### config.mk
export PLATFORM = sky130hd
export DESIGN_NAME = tcc_timer
export DESIGN_NICKNAME = d
export VERILOG_FILES = /design/src/shared/tcc_pkg.sv /design/src/design/tcc_timer.sv /design/src/design/tcc_prescale.sv
export SDC_FILE = /design/constraint.sdc
export NUM_CORES = 1
export LEC_CHECK = 0
export ABC_AREA = 1
export BUFFER_PORTS_ARGS = -buffer_cell sky130_fd_sc_hd__buf_2
export CAP_MARGIN = 20
export CELL_PAD_IN_SITES_DETAIL_PLACEMENT = 0
export CELL_PAD_IN_SITES_GLOBAL_PLACEMENT = 2
export CORE_MARGIN = 10
export CORE_UTILIZATION = 34
export CTS_BUF_LIST = sky130_fd_sc_hd__clkbuf_4 sky130_fd_sc_hd__clkbuf_8 sky130_fd_sc_hd__clkbuf_16
export CTS_CLUSTER_SIZE = 12
export DETAILED_ROUTE_END_ITERATION = 12
export HOLD_SLACK_MARGIN = 0.02
export PLACE_DENSITY = 0.88
export RECOVER_POWER = 100
export SLEW_MARGIN = 20
export SYNTH_ARGS = -nofsm -noshare
export SYNTH_HDL_FRONTEND = slang
export SYNTH_HIERARCHICAL = 1
export SYNTH_SLANG_ARGS = --single-unit
### constraint.sdc
create_clock -name i_clk -period 3.44 [get_ports i_clk]
set_clock_uncertainty 0.15 [all_clocks]
set_input_delay 0.516 -clock i_clk [delete_from_list [all_inputs] [get_ports i_clk]]
set_output_delay 0.516 -clock i_clk [all_outputs]
set_load 0.05 [all_outputs]
### src/shared/tcc_pkg.sv
// Package for the 16-bit compare timer slice: register map, field layouts,
// mode codes, output actions and prescaler taps.
// Assumes a 32-bit Avalon-MM slave with byte addresses and word-aligned registers.
`default_nettype none

package tcc_pkg;

    // Register byte offsets
    localparam int TCC_ADDR_W = 5;
    localparam logic [4:0] TCC_OFS_CTRL = 5'h00;
    localparam logic [4:0] TCC_OFS_COUNT = 5'h04;
    localparam logic [4:0] TCC_OFS_CMP_A = 5'h08;
    localparam logic [4:0] TCC_OFS_CMP_B = 5'h0C;
    localparam logic [4:0] TCC_OFS_CAPTURE = 5'h10;
    localparam logic [4:0] TCC_OFS_FLAGS = 5'h14;
    localparam logic [4:0] TCC_OFS_FORCE = 5'h18;
    localparam logic [4:0] TCC_OFS_STATE = 5'h1C;

    // Number of compare channels (A and B)
    localparam int TCC_NCH = 2;
    localparam int TCC_CW = 16;
    localparam logic [15:0] TCC_MAX = 16'hFFFF;
    localparam logic [15:0] TCC_BOTTOM = 16'h0000;

    // Waveform select codes handled by this slice
    localparam logic [3:0] TCC_WGM_NORMAL = 4'h0;
    localparam logic [3:0] TCC_WGM_CTC_CMP = 4'h4;
    localparam logic [3:0] TCC_WGM_CTC_CAP = 4'hC;
    localparam logic [3:0] TCC_WGM_FPWM_CAP = 4'hE;
    localparam logic [3:0] TCC_WGM_FPWM_CMP = 4'hF;

    // Output action select codes (non-PWM meaning)
    localparam logic [1:0] TCC_ACT_NONE = 2'h0;
    localparam logic [1:0] TCC_ACT_TOGGLE = 2'h1;
    localparam logic [1:0] TCC_ACT_CLEAR = 2'h2;
    localparam logic [1:0] TCC_ACT_SET = 2'h3;

    // Clock select codes and prescaler tap masks (N = mask + 1)
    localparam logic [2:0] TCC_CS_STOP = 3'h0;
    localparam logic [2:0] TCC_CS_DIV1 = 3'h1;
    localparam logic [2:0] TCC_CS_DIV8 = 3'h2;
    localparam logic [2:0] TCC_CS_DIV64 = 3'h3;
    localparam logic [2:0] TCC_CS_DIV256 = 3'h4;
    localparam logic [2:0] TCC_CS_DIV1024 = 3'h5;
    localparam int TCC_PRE_W = 10;
    localparam logic [9:0] TCC_MASK_DIV1 = 10'h000;
    localparam logic [9:0] TCC_MASK_DIV8 = 10'h007;
    localparam logic [9:0] TCC_MASK_DIV64 = 10'h03F;
    localparam logic [9:0] TCC_MASK_DIV256 = 10'h0FF;
    localparam logic [9:0] TCC_MASK_DIV1024 = 10'h3FF;

    // Control register layout: wave [3:0], act_a [5:4], act_b [7:6], clk_sel [10:8]
    typedef struct packed {
        logic [2:0] clk_sel;
        logic [1:0] act_b;
        logic [1:0] act_a;
        logic [3:0] wave;
    } tcc_ctrl_s;
    localparam int TCC_CTRL_W = 11;
    localparam tcc_ctrl_s TCC_CTRL_RST = '0;

    // Flag register layout: overflow [0], match A [1], match B [2], capture [3]
    typedef struct packed {
        logic capture;
        logic match_b;
        logic match_a;
        logic overflow;
    } tcc_flags_s;
    localparam int TCC_FLAG_W = 4;
    localparam tcc_flags_s TCC_FLAGS_RST = '0;

    // Port pin bundle per compare channel
    typedef struct packed {
        logic out;
        logic oe_b;
    } tcc_pin_s;

endpackage

`default_nettype wire

### src/design/tcc_timer.sv
// 16-bit timer/counter slice: counter, two compare units, compare output
// unit with port override, normal and clear-on-match counting.
// Assumes an Avalon-MM master on i_clk and port logic on the same clock.
// Port and acknowledge inputs are same-clock logic and pass no synchronizer.
// Clock enable low freezes every register, the bus handshake included.
// Input capture and PWM waveform shaping are outside this slice.
//
// The Avalon-MM register port and the placing of the registers were left to the implementer.
`default_nettype none

module tcc_timer
    import tcc_pkg::*;
(
    // Clock, reset, enable
    input wire logic i_clk,
    input wire logic i_rst_b,
    input wire logic i_ce,
    // Avalon-MM slave
    input wire logic [TCC_ADDR_W-1:0] i_avs_address,
    input wire logic i_avs_read,
    input wire logic i_avs_write,
    input wire logic [31:0] i_avs_writedata,
    input wire logic [3:0] i_avs_byteenable,
    output logic [31:0] o_avs_readdata,
    output logic o_avs_waitrequest,
    // Interrupt service acknowledge, one bit per flag
    input wire logic [TCC_FLAG_W-1:0] i_flag_ack,
    // Port logic: general output value and pin direction per channel
    input wire logic [TCC_NCH-1:0] i_port_out,
    input wire logic [TCC_NCH-1:0] i_pin_direction_bit,
    // Flags to the interrupt controller
    output tcc_flags_s o_flags,
    // Compare pins
    output tcc_pin_s [TCC_NCH-1:0] o_pin
);

    // Register state
    // All of it freezes while the clock enable is low
    tcc_ctrl_s ctrl_reg;
    logic [TCC_CW-1:0] count_value_reg;
    logic [TCC_NCH-1:0][TCC_CW-1:0] compare_value_reg;
    logic [TCC_CW-1:0] capture_value_reg;
    tcc_flags_s flags_reg;
    tcc_flags_s flags_next;
    logic [TCC_NCH-1:0] compare_output_state_reg;
    logic block_reg;
    logic ack_reg;
    logic [31:0] rdata_reg;
    tcc_pin_s [TCC_NCH-1:0] pin_reg;

    // Decoded bus and timer events
    // Strobes last one cycle and are valid only with the clock enable high
    logic wr_fire;
    logic wr_ctrl;
    logic wr_count;
    logic wr_cap;
    logic wr_flags;
    logic wr_force;
    logic tick;
    logic mode_non_pwm;
    logic mode_clears_at_top;
    logic top_from_cap;
    logic [TCC_CW-1:0] top_val;
    logic top_hit;
    logic wrap;
    logic [TCC_NCH-1:0] match;
    logic [TCC_NCH-1:0] force_req;
    logic [TCC_NCH-1:0][1:0] act_sel;
    logic [TCC_CW-1:0] wdata16;

    // Merge the low two byte lanes of a write into a 16-bit register
    // Upper lanes are ignored: the count, compare and capture registers are 16 bits wide
    function automatic logic [15:0] merge16(input logic [15:0] old, input logic [31:0] data,
        input logic [3:0] be);
        logic [15:0] res;
        res = old;
        if (be[0])
            res[7:0] = data[7:0];
        if (be[1])
            res[15:8] = data[15:8];
        return res;
    endfunction

    // Compare output update for one action code
    // Code 0 keeps the state, so a match under it is harmless
    function automatic logic apply_action(input logic [1:0] act, input logic cur);
        logic res;
        res = cur;
        case (act)
            TCC_ACT_NONE: res = cur;
            TCC_ACT_TOGGLE: res = ~cur;
            TCC_ACT_CLEAR: res = 1'b0;
            TCC_ACT_SET: res = 1'b1;
            default: res = cur;
        endcase
        return res;
    endfunction

    // One wait state: the access completes on the edge after ack_reg rises
    // The wait lets read data come from a register rather than a wide mux.
    // A write lands only at the completing edge, so a master that holds its
    // request through the wait state never writes twice.
    assign o_avs_waitrequest = (i_avs_read | i_avs_write) & ~ack_reg;
    assign wr_fire = i_avs_write & ack_reg & i_ce;
    assign wr_ctrl = wr_fire & (i_avs_address == TCC_OFS_CTRL);
    assign wr_count = wr_fire & (i_avs_address == TCC_OFS_COUNT);
    assign wr_cap = wr_fire & (i_avs_address == TCC_OFS_CAPTURE);
    assign wr_flags = wr_fire & (i_avs_address == TCC_OFS_FLAGS);
    assign wr_force = wr_fire & (i_avs_address == TCC_OFS_FORCE);
    assign wdata16 = merge16(count_value_reg, i_avs_writedata, i_avs_byteenable);

    // Bus handshake state; frozen with the clock enable like all other state
    // A low enable stretches the wait only while ack_reg is low; with ack_reg high the access completes and a write is dropped
    always_ff @(posedge i_clk)
    begin
        if (!i_rst_b)
            ack_reg <= 1'b0;
        else if (i_ce)
            ack_reg <= (i_avs_read | i_avs_write) & ~ack_reg;
    end

    // Prescaler producing timer ticks
    // The divider runs on while the timer is stopped, so the first tick after
    // a start comes at an arbitrary phase of the divider
    tcc_prescale u_prescale (
        .i_clk(i_clk),
        .i_rst_b(i_rst_b),
        .i_ce(i_ce),
        .i_clk_sel(ctrl_reg.clk_sel),
        .o_tick(tick)
    );

    // Mode decode; only waveform select shapes the counting sequence
    // Modes 14 and 15 only clear at TOP; other PWM modes count freely and
    // hold the output state for a later non-PWM mode
    assign mode_non_pwm = (ctrl_reg.wave == TCC_WGM_NORMAL) |
        (ctrl_reg.wave == TCC_WGM_CTC_CMP) | (ctrl_reg.wave == TCC_WGM_CTC_CAP);
    assign top_from_cap = (ctrl_reg.wave == TCC_WGM_CTC_CAP) |
        (ctrl_reg.wave == TCC_WGM_FPWM_CAP);
    assign mode_clears_at_top = (ctrl_reg.wave == TCC_WGM_CTC_CMP) |
        (ctrl_reg.wave == TCC_WGM_FPWM_CMP) | top_from_cap;

    // TOP is read live from its register; no shadow copy
    // TOP written below the count misses the clear: the count runs to 0xFFFF,
    // wraps to 0x0000 and only then meets TOP
    assign top_val = top_from_cap ? capture_value_reg : compare_value_reg[0];

    // TOP match is lost in the blocked tick, so the count runs on
    assign top_hit = tick & mode_clears_at_top & (count_value_reg == top_val) & ~block_reg;
    // Passing from 0xFFFF to 0x0000 sets overflow in the non-PWM modes, also when a TOP of 0xFFFF
    // clears the count; a counter write in that cycle means no pass
    assign wrap = tick & ~wr_count & (count_value_reg == TCC_MAX);

    // Control register
    // Mode, actions and clock select change together in one write
    always_ff @(posedge i_clk)
    begin
        if (!i_rst_b)
            ctrl_reg <= TCC_CTRL_RST;
        else if (i_ce && wr_ctrl)
            ctrl_reg <= tcc_ctrl_s'(i_avs_writedata[TCC_CTRL_W-1:0]);
    end

    // Capture register, software-written only; action select has no path here
    // It serves as TOP in modes 12 and 14 only; nothing in this slice captures
    always_ff @(posedge i_clk)
    begin
        if (!i_rst_b)
            capture_value_reg <= TCC_BOTTOM;
        else if (i_ce && wr_cap)
            capture_value_reg <= merge16(capture_value_reg, i_avs_writedata, i_avs_byteenable);
    end

    // Counter: a write wins over a tick and is taken in any mode
    // Software never loses a written value to a tick; the increment of that tick is
    // dropped instead
    always_ff @(posedge i_clk)
    begin
        if (!i_rst_b)
            count_value_reg <= TCC_BOTTOM;
        else if (i_ce)
        begin
            if (wr_count)
                count_value_reg <= wdata16;
            else if (top_hit)
                count_value_reg <= TCC_BOTTOM;
            else if (tick)
                count_value_reg <= count_value_reg + 16'h0001;
        end
    end

    // Match blocking lasts until the next tick, however long the timer is stopped
    // A compare value equal to the written count can then be set up without
    // a spurious flag when the timer starts
    always_ff @(posedge i_clk)
    begin
        if (!i_rst_b)
            block_reg <= 1'b0;
        else if (i_ce)
        begin
            if (wr_count)
                block_reg <= 1'b1;
            else if (tick)
                block_reg <= 1'b0;
        end
    end

    // Per-channel compare register, comparator, force strobe and output state
    // Channel 0 is unit A, which may also define TOP; channel 1 is unit B
    genvar ch;
    generate
        for (ch = 0; ch < TCC_NCH; ch++)
        begin : g_ch
            // Compare register is unbuffered in the non-PWM modes handled here
            always_ff @(posedge i_clk)
            begin
                if (!i_rst_b)
                    compare_value_reg[ch] <= TCC_BOTTOM;
                else if (i_ce && wr_fire &&
                    i_avs_address == (ch == 0 ? TCC_OFS_CMP_A : TCC_OFS_CMP_B))
                    compare_value_reg[ch] <= merge16(compare_value_reg[ch], i_avs_writedata,
                        i_avs_byteenable);
            end

            // Full 16-bit equality, evaluated on ticks, muted by a counter write
            assign match[ch] = tick & (count_value_reg == compare_value_reg[ch]) & ~block_reg;

            // Force is honoured only outside PWM modes
            // In a PWM mode the strobe is dropped rather than disturb the waveform
            assign force_req[ch] = wr_force & i_avs_writedata[ch] & mode_non_pwm;

            // Action select read live, so a new value acts from the next match
            assign act_sel[ch] = (ch == 0) ? ctrl_reg.act_a : ctrl_reg.act_b;

            // Output state survives mode changes; PWM modes hold it here
            // A match and a force in one cycle apply the action once
            always_ff @(posedge i_clk)
            begin
                if (!i_rst_b)
                    compare_output_state_reg[ch] <= 1'b0;
                else if (i_ce && (force_req[ch] || (match[ch] && mode_non_pwm)))
                    compare_output_state_reg[ch] <= apply_action(act_sel[ch],
                        compare_output_state_reg[ch]);
            end

            // Port override when either action bit is set; direction stays with port
            // One register stage: the pin follows the state a clock later, so set
            // the state before the pin is turned to output
            always_ff @(posedge i_clk)
            begin
                if (!i_rst_b)
                    pin_reg[ch] <= '{out: 1'b0, oe_b: 1'b1};
                else if (i_ce)
                begin
                    pin_reg[ch].out <= (act_sel[ch] != TCC_ACT_NONE) ?
                        compare_output_state_reg[ch] : i_port_out[ch];
                    pin_reg[ch].oe_b <= ~i_pin_direction_bit[ch];
                end
            end
        end
    endgenerate

    // Flag next value: hardware sets win over software and acknowledge clears
    // A set racing a clear leaves the flag set, so no event is lost to a
    // software clear of an older one
    always_comb
    begin
        flags_next = flags_reg;
        if (wr_flags)
            flags_next = flags_next & ~tcc_flags_s'(i_avs_writedata[TCC_FLAG_W-1:0]);
        flags_next = flags_next & ~tcc_flags_s'(i_flag_ack);
        if (wrap && mode_non_pwm)
            flags_next.overflow = 1'b1;
        if (match[0])
            flags_next.match_a = 1'b1;
        if (match[1])
            flags_next.match_b = 1'b1;
        if (top_hit && top_from_cap)
            flags_next.capture = 1'b1;
    end

    // Forced matches never reach the flags or the counter clear
    // The flags hold across a low enable like every other register
    always_ff @(posedge i_clk)
    begin
        if (!i_rst_b)
            flags_reg <= TCC_FLAGS_RST;
        else if (i_ce)
            flags_reg <= flags_next;
    end

    // Read data captured in the wait cycle and held for the completing edge
    // Reads have no side effects, so a repeated read disturbs no register
    always_ff @(posedge i_clk)
    begin
        if (!i_rst_b)
            rdata_reg <= 32'h00000000;
        else if (i_ce && i_avs_read && !ack_reg)
        begin
            case (i_avs_address)
                TCC_OFS_CTRL: rdata_reg <= {21'h000000, ctrl_reg};
                TCC_OFS_COUNT: rdata_reg <= {16'h0000, count_value_reg};
                TCC_OFS_CMP_A: rdata_reg <= {16'h0000, compare_value_reg[0]};
                TCC_OFS_CMP_B: rdata_reg <= {16'h0000, compare_value_reg[1]};
                TCC_OFS_CAPTURE: rdata_reg <= {16'h0000, capture_value_reg};
                TCC_OFS_FLAGS: rdata_reg <= {28'h0000000, flags_reg};
                TCC_OFS_STATE: rdata_reg <= {30'h00000000, compare_output_state_reg};
                default: rdata_reg <= 32'h00000000; // Force strobe and holes read zero
            endcase
        end
    end

    // Read data, flags and pins all come from registers
    // so nothing glitches while the counter and flags change
    assign o_avs_readdata = rdata_reg;
    assign o_flags = flags_reg;
    assign o_pin = pin_reg;

endmodule

`default_nettype wire

### src/design/tcc_prescale.sv
// Prescaler for the compare timer: turns the I/O clock into one-cycle timer ticks.
// Assumes the clock select comes from a register on the same clock.
`default_nettype none

module tcc_prescale
    import tcc_pkg::*;
(
    // Clock, reset, enable
    input wire logic i_clk,
    input wire logic i_rst_b,
    input wire logic i_ce,
    // Control
    input wire logic [2:0] i_clk_sel,
    // Timer tick
    output logic o_tick
);

    logic [TCC_PRE_W-1:0] div_reg;
    logic [TCC_PRE_W-1:0] tap_mask;
    logic tap_valid;

    // Free-running divider shared by all taps, like a common prescaler
    always_ff @(posedge i_clk)
    begin
        if (!i_rst_b)
            div_reg <= '0;
        else if (i_ce)
            div_reg <= div_reg + 10'h001;
    end

    // Tap selection; N of 1, 8, 64, 256 or 1024 sets the tick rate
    always_comb
    begin
        tap_valid = 1'b1;
        case (i_clk_sel)
            TCC_CS_DIV1: tap_mask = TCC_MASK_DIV1;
            TCC_CS_DIV8: tap_mask = TCC_MASK_DIV8;
            TCC_CS_DIV64: tap_mask = TCC_MASK_DIV64;
            TCC_CS_DIV256: tap_mask = TCC_MASK_DIV256;
            TCC_CS_DIV1024: tap_mask = TCC_MASK_DIV1024;
            default:
            begin
                tap_mask = TCC_MASK_DIV1;
                tap_valid = 1'b0; // Stopped; external clock inputs not supported
            end
        endcase
    end

    // Tick when the selected low bits of the divider are all ones
    assign o_tick = i_ce & tap_valid & ((div_reg & tap_mask) == tap_mask);

endmodule

`default_nettype wire

==> run_results.csv <==
group,metric,value,unit
setup_path,cp_num_buf_inv,4,
setup_path,cpMostUsedCell,"inv_1",
worst_hold_path,worstHoldPathType,"in -> reg",
final_layout,num-fill-cells,2112,
floorplan,start_util,34.3,%
timing,fmax,342,MHz
synth,synth_adder_area_share,0.755,%
timing,setup_viol,0,
drt,drc,0,
synth,yosys_register_bits,113,
global_routing,first_global_vias,6525,
floorplan,die_area,0.0255,mm2
drt,ant_nets,0,
pwr,power_density,479,mW/mm2
synth,syn_avg_cell_area,6.63,um2
synth,synth_top_family_by_area,"simple AND/OR/NAND/NOR gates",
setup_path,critPathArrivalTime,3.15,ns
synth,synthArstFlopShare,0,%
global_routing,grt_start_max_net_pins,40,
synth,synth_compound_area_share,21.5,%
final_layout,final_nets,1107,
synth,yosysSeqAreaShare,34.1,%
final_layout,fin_cells,1327,
floorplan,io_pins,95,
setup_path,slowest_delay,1.23,ns
global_routing,track_usage,18.8,%
setup_path,cp_top_family,"buffers and inverters",
pwr,fin_total_pwr,3.70,mW
synth,synthDistinctLibCells,43,
synth,syn_area,0.00663,mm2
drt,route.detailed.wl_per_inst,18.2,um
place,portBuffers,60,
setup_path,endpoint_kind,"register",
drt,dr_total_vias,6793,
clock_network,clock-root-buffer,"clkbuf_16",
timing,rsz0062_at_grt,"false",
pwr,p_leak,3.04,nW
setup_path,critPathRequiredTime,3.67,ns
setup_path,crit_type,"in -> reg",
clock_network,cts_sinks,113,
floorplan,die_w,160,um
global_routing,antenna_found_initial,0,
synth,synth-simple-area-share,29.5,%
final_layout,multi_input_area,0.00361,mm2
final_layout,largest_register_ffs,32,
clock_network,cts_resized,0,
clock_network,cts_tree,"done",
clock_network,clk_pin_slew,0.06,ns
synth,synth_cells,1000,
place,dpl.hpwl,17300,um
timing,setup-tns-final,0,ns
synth,synth_warnings,6,
timing,slew_headroom,-16.6,%
setup_path,path_cells,"clkbuf_1 -> inv_1 -> clkbuf_2 -> a21oi_1 -> nand2_1 -> inv_1",
global_routing,grt_pass1_wl,37600,um
drt,wl,24100,um
drt,dr.pass1.iters,5,
synth,synth_top_area_cell,"dfxtp_1",
synth,yosysTopAreaCellShare,34.1,%
timing,period_share,85.1,%
timing,worstMarginPinSlew,1.75,ns
place,placed_cells,1295,
floorplan,coreArea,0.0193,mm2
outcome,violations,"capacitance limit, slew limit",
synth,synth.area.mux_share,0,%
final_layout,regArea,0.00226,mm2
final_layout,n_antenna_cell,0,
synth,synth-xor-area-share,1.98,%
clock_network,cts_setup_buffers,0,
synth,synth_area_leaders,"dfxtp_1 34%, nand2_1 13%, a21oi_1 8.9%, o21ai_0 7.5%, inv_1 6.7%",
synth,synth_flop_cell,"dfxtp_1",
place,gp_congestion,0.867,
timing,drv_slew,38,
clock_network,clockBufferDepth,2,
place,dpl-instance-area,0.00707,mm2
job,max_cap_violations,1,
floorplan,die_y,160,um
clock_network,hold_buffers,0,
final_layout,drive_above_1_share,10.7,%
clock_network,cts_max_level,4,
clock_network,clk_latency,0.43,ns
drt,drt-initial-drc-count,614,
setup_path,start_kind,"input pin",
floorplan,num_rows,51,
synth,synth_edf_count,0,
outcome,status,"finished with violations",
setup_path,crit_path_top_delay_cell,"clkbuf_1",
clock_network,cts_made_buffers,17,
pwr,peakVddDrop,0.000351,V
global_routing,gr-total-overflow,0,
timing,whs,0.112,ns
setup_path,cp_max_fo,39,
drt,vias_per_cell,5.12,
timing,hold_violations,0,
final_layout,syn_to_final_growth,16.5,%
final_layout,final_cell_area,0.00772,mm2
timing,layout_min_cycle_time,2.93,ns
## layout by cell type (no fill, tap or decap), drive strengths merged, types with 13 or more instances in the layout
cell / count
nor3: 13
nand2: 254
a21oi: 118
o21ai: 99
conb: 16
buf: 41
nor2: 73
inv: 121
nand3: 68
clkbuf: 53
nand4: 18
dfxtp: 113
## logic make-up (layout without fill, tap and decap cells)
group / Yosys count / after routing
buffers and inverters: 180 / 227
adder cells (fa/ha/maj): 4 / 4
XOR/XNOR: 15 / 15
AO/OA/AOI/OAI: 257 / 257
AND/OR/NAND/NOR: 430 / 430
other: 1 / 16
flip-flops: 113 / 113
## stage by stage
| stage | worst slack, ns | utilization (%) |
|---|---|---|
| floorplan | 1.18 | - |
| finish | 0.512 | 39.9 |
| CTS | 0.576 | 40.2 |
| detailed placement | 0.570 | 36.5 |
| global placement | 0.596 | 36.5 |
| global route | 0.238 | 39.9 |
## synthesized netlist by cell type, types with 2 or more instances
| cell | n |
|---|---|
| clkinv_1 | 4 |
| a21oi_1 | 118 |
| o21ai_0 | 99 |
| nand2_2 | 14 |
| nand3_2 | 8 |
| o2111ai_1 | 3 |
| xor2_1 | 8 |
| buf_4 | 19 |
| inv_2 | 2 |
| nand2_1 | 238 |
| clkbuf_1 | 19 |
| buf_6 | 2 |
| nand3_1 | 58 |
| nor2_1 | 62 |
| o211ai_4 | 2 |
| nor4_1 | 2 |
| nor2_4 | 6 |
| nand4_1 | 18 |
| o21a_1 | 2 |
| nand2_4 | 2 |
| nor2_2 | 5 |
| o211ai_1 | 4 |
| nand3_4 | 2 |
| o221ai_1 | 12 |
| ha_1 | 4 |
| nor3_1 | 11 |
| a311o_1 | 2 |
| a31oi_1 | 2 |
| inv_1 | 118 |
| xnor2_1 | 7 |
| o22ai_1 | 10 |
| dfxtp_1 | 113 |
| nor3_2 | 2 |
| buf_2 | 13 |
## power by group
group          internal, mW  total [mW]  switching, mW
Sequential             1.32        1.33        0.00883
Clock                  1.48        2.14          0.661
Combinational        0.0461       0.225          0.179
Total                  2.85        3.70          0.849
## path summary, 6_finish.rpt
check	start	cells past startpoint	slack [ns]	end
hold reg to reg	o_avs_readdata[14]$_SDFFE_PN0P_	2	0.31	o_avs_readdata[14]$_SDFFE_PN0P_
setup / recovery	i_rst_b	6	0.51	count_value_reg[3]$_SDFFE_PN0P_
setup reg to reg	ctrl_reg[9]$_SDFFE_PN0P_	18	0.52	count_value_reg[4]$_SDFFE_PN0P_
hold / removal	i_pin_direction_bit[0]	2	0.11	o_pin[0]$_SDFFE_PN1P_
## layout make-up
cell class | count | share of cell area [%]
Timing Repair Buffer | 70 | 4.36
Sequential cell | 113 | 29.3
Multi-Input combinational cell | 722 | 46.7
Clock buffer | 24 | 6.68
Clock inverter | 8 | 2.53
Inverter | 125 | 6.14
Tap cell | 265 | 4.29
## layer usage
| metal | vias up | GRT usage, % | part of all wire, % |
|---|---|---|---|
| met4 | 0 | 6.32 | 1.8 |
| met2 | 212 | 30.0 | 46 |
| met5 | - | 0 | 0 |
| li1 | 3378 | - | - |
| met3 | 27 | 3.29 | 5.9 |
| met1 | 3176 | 25.0 | 46 |
No activity file was read; power rests on OpenSTA's default activity.
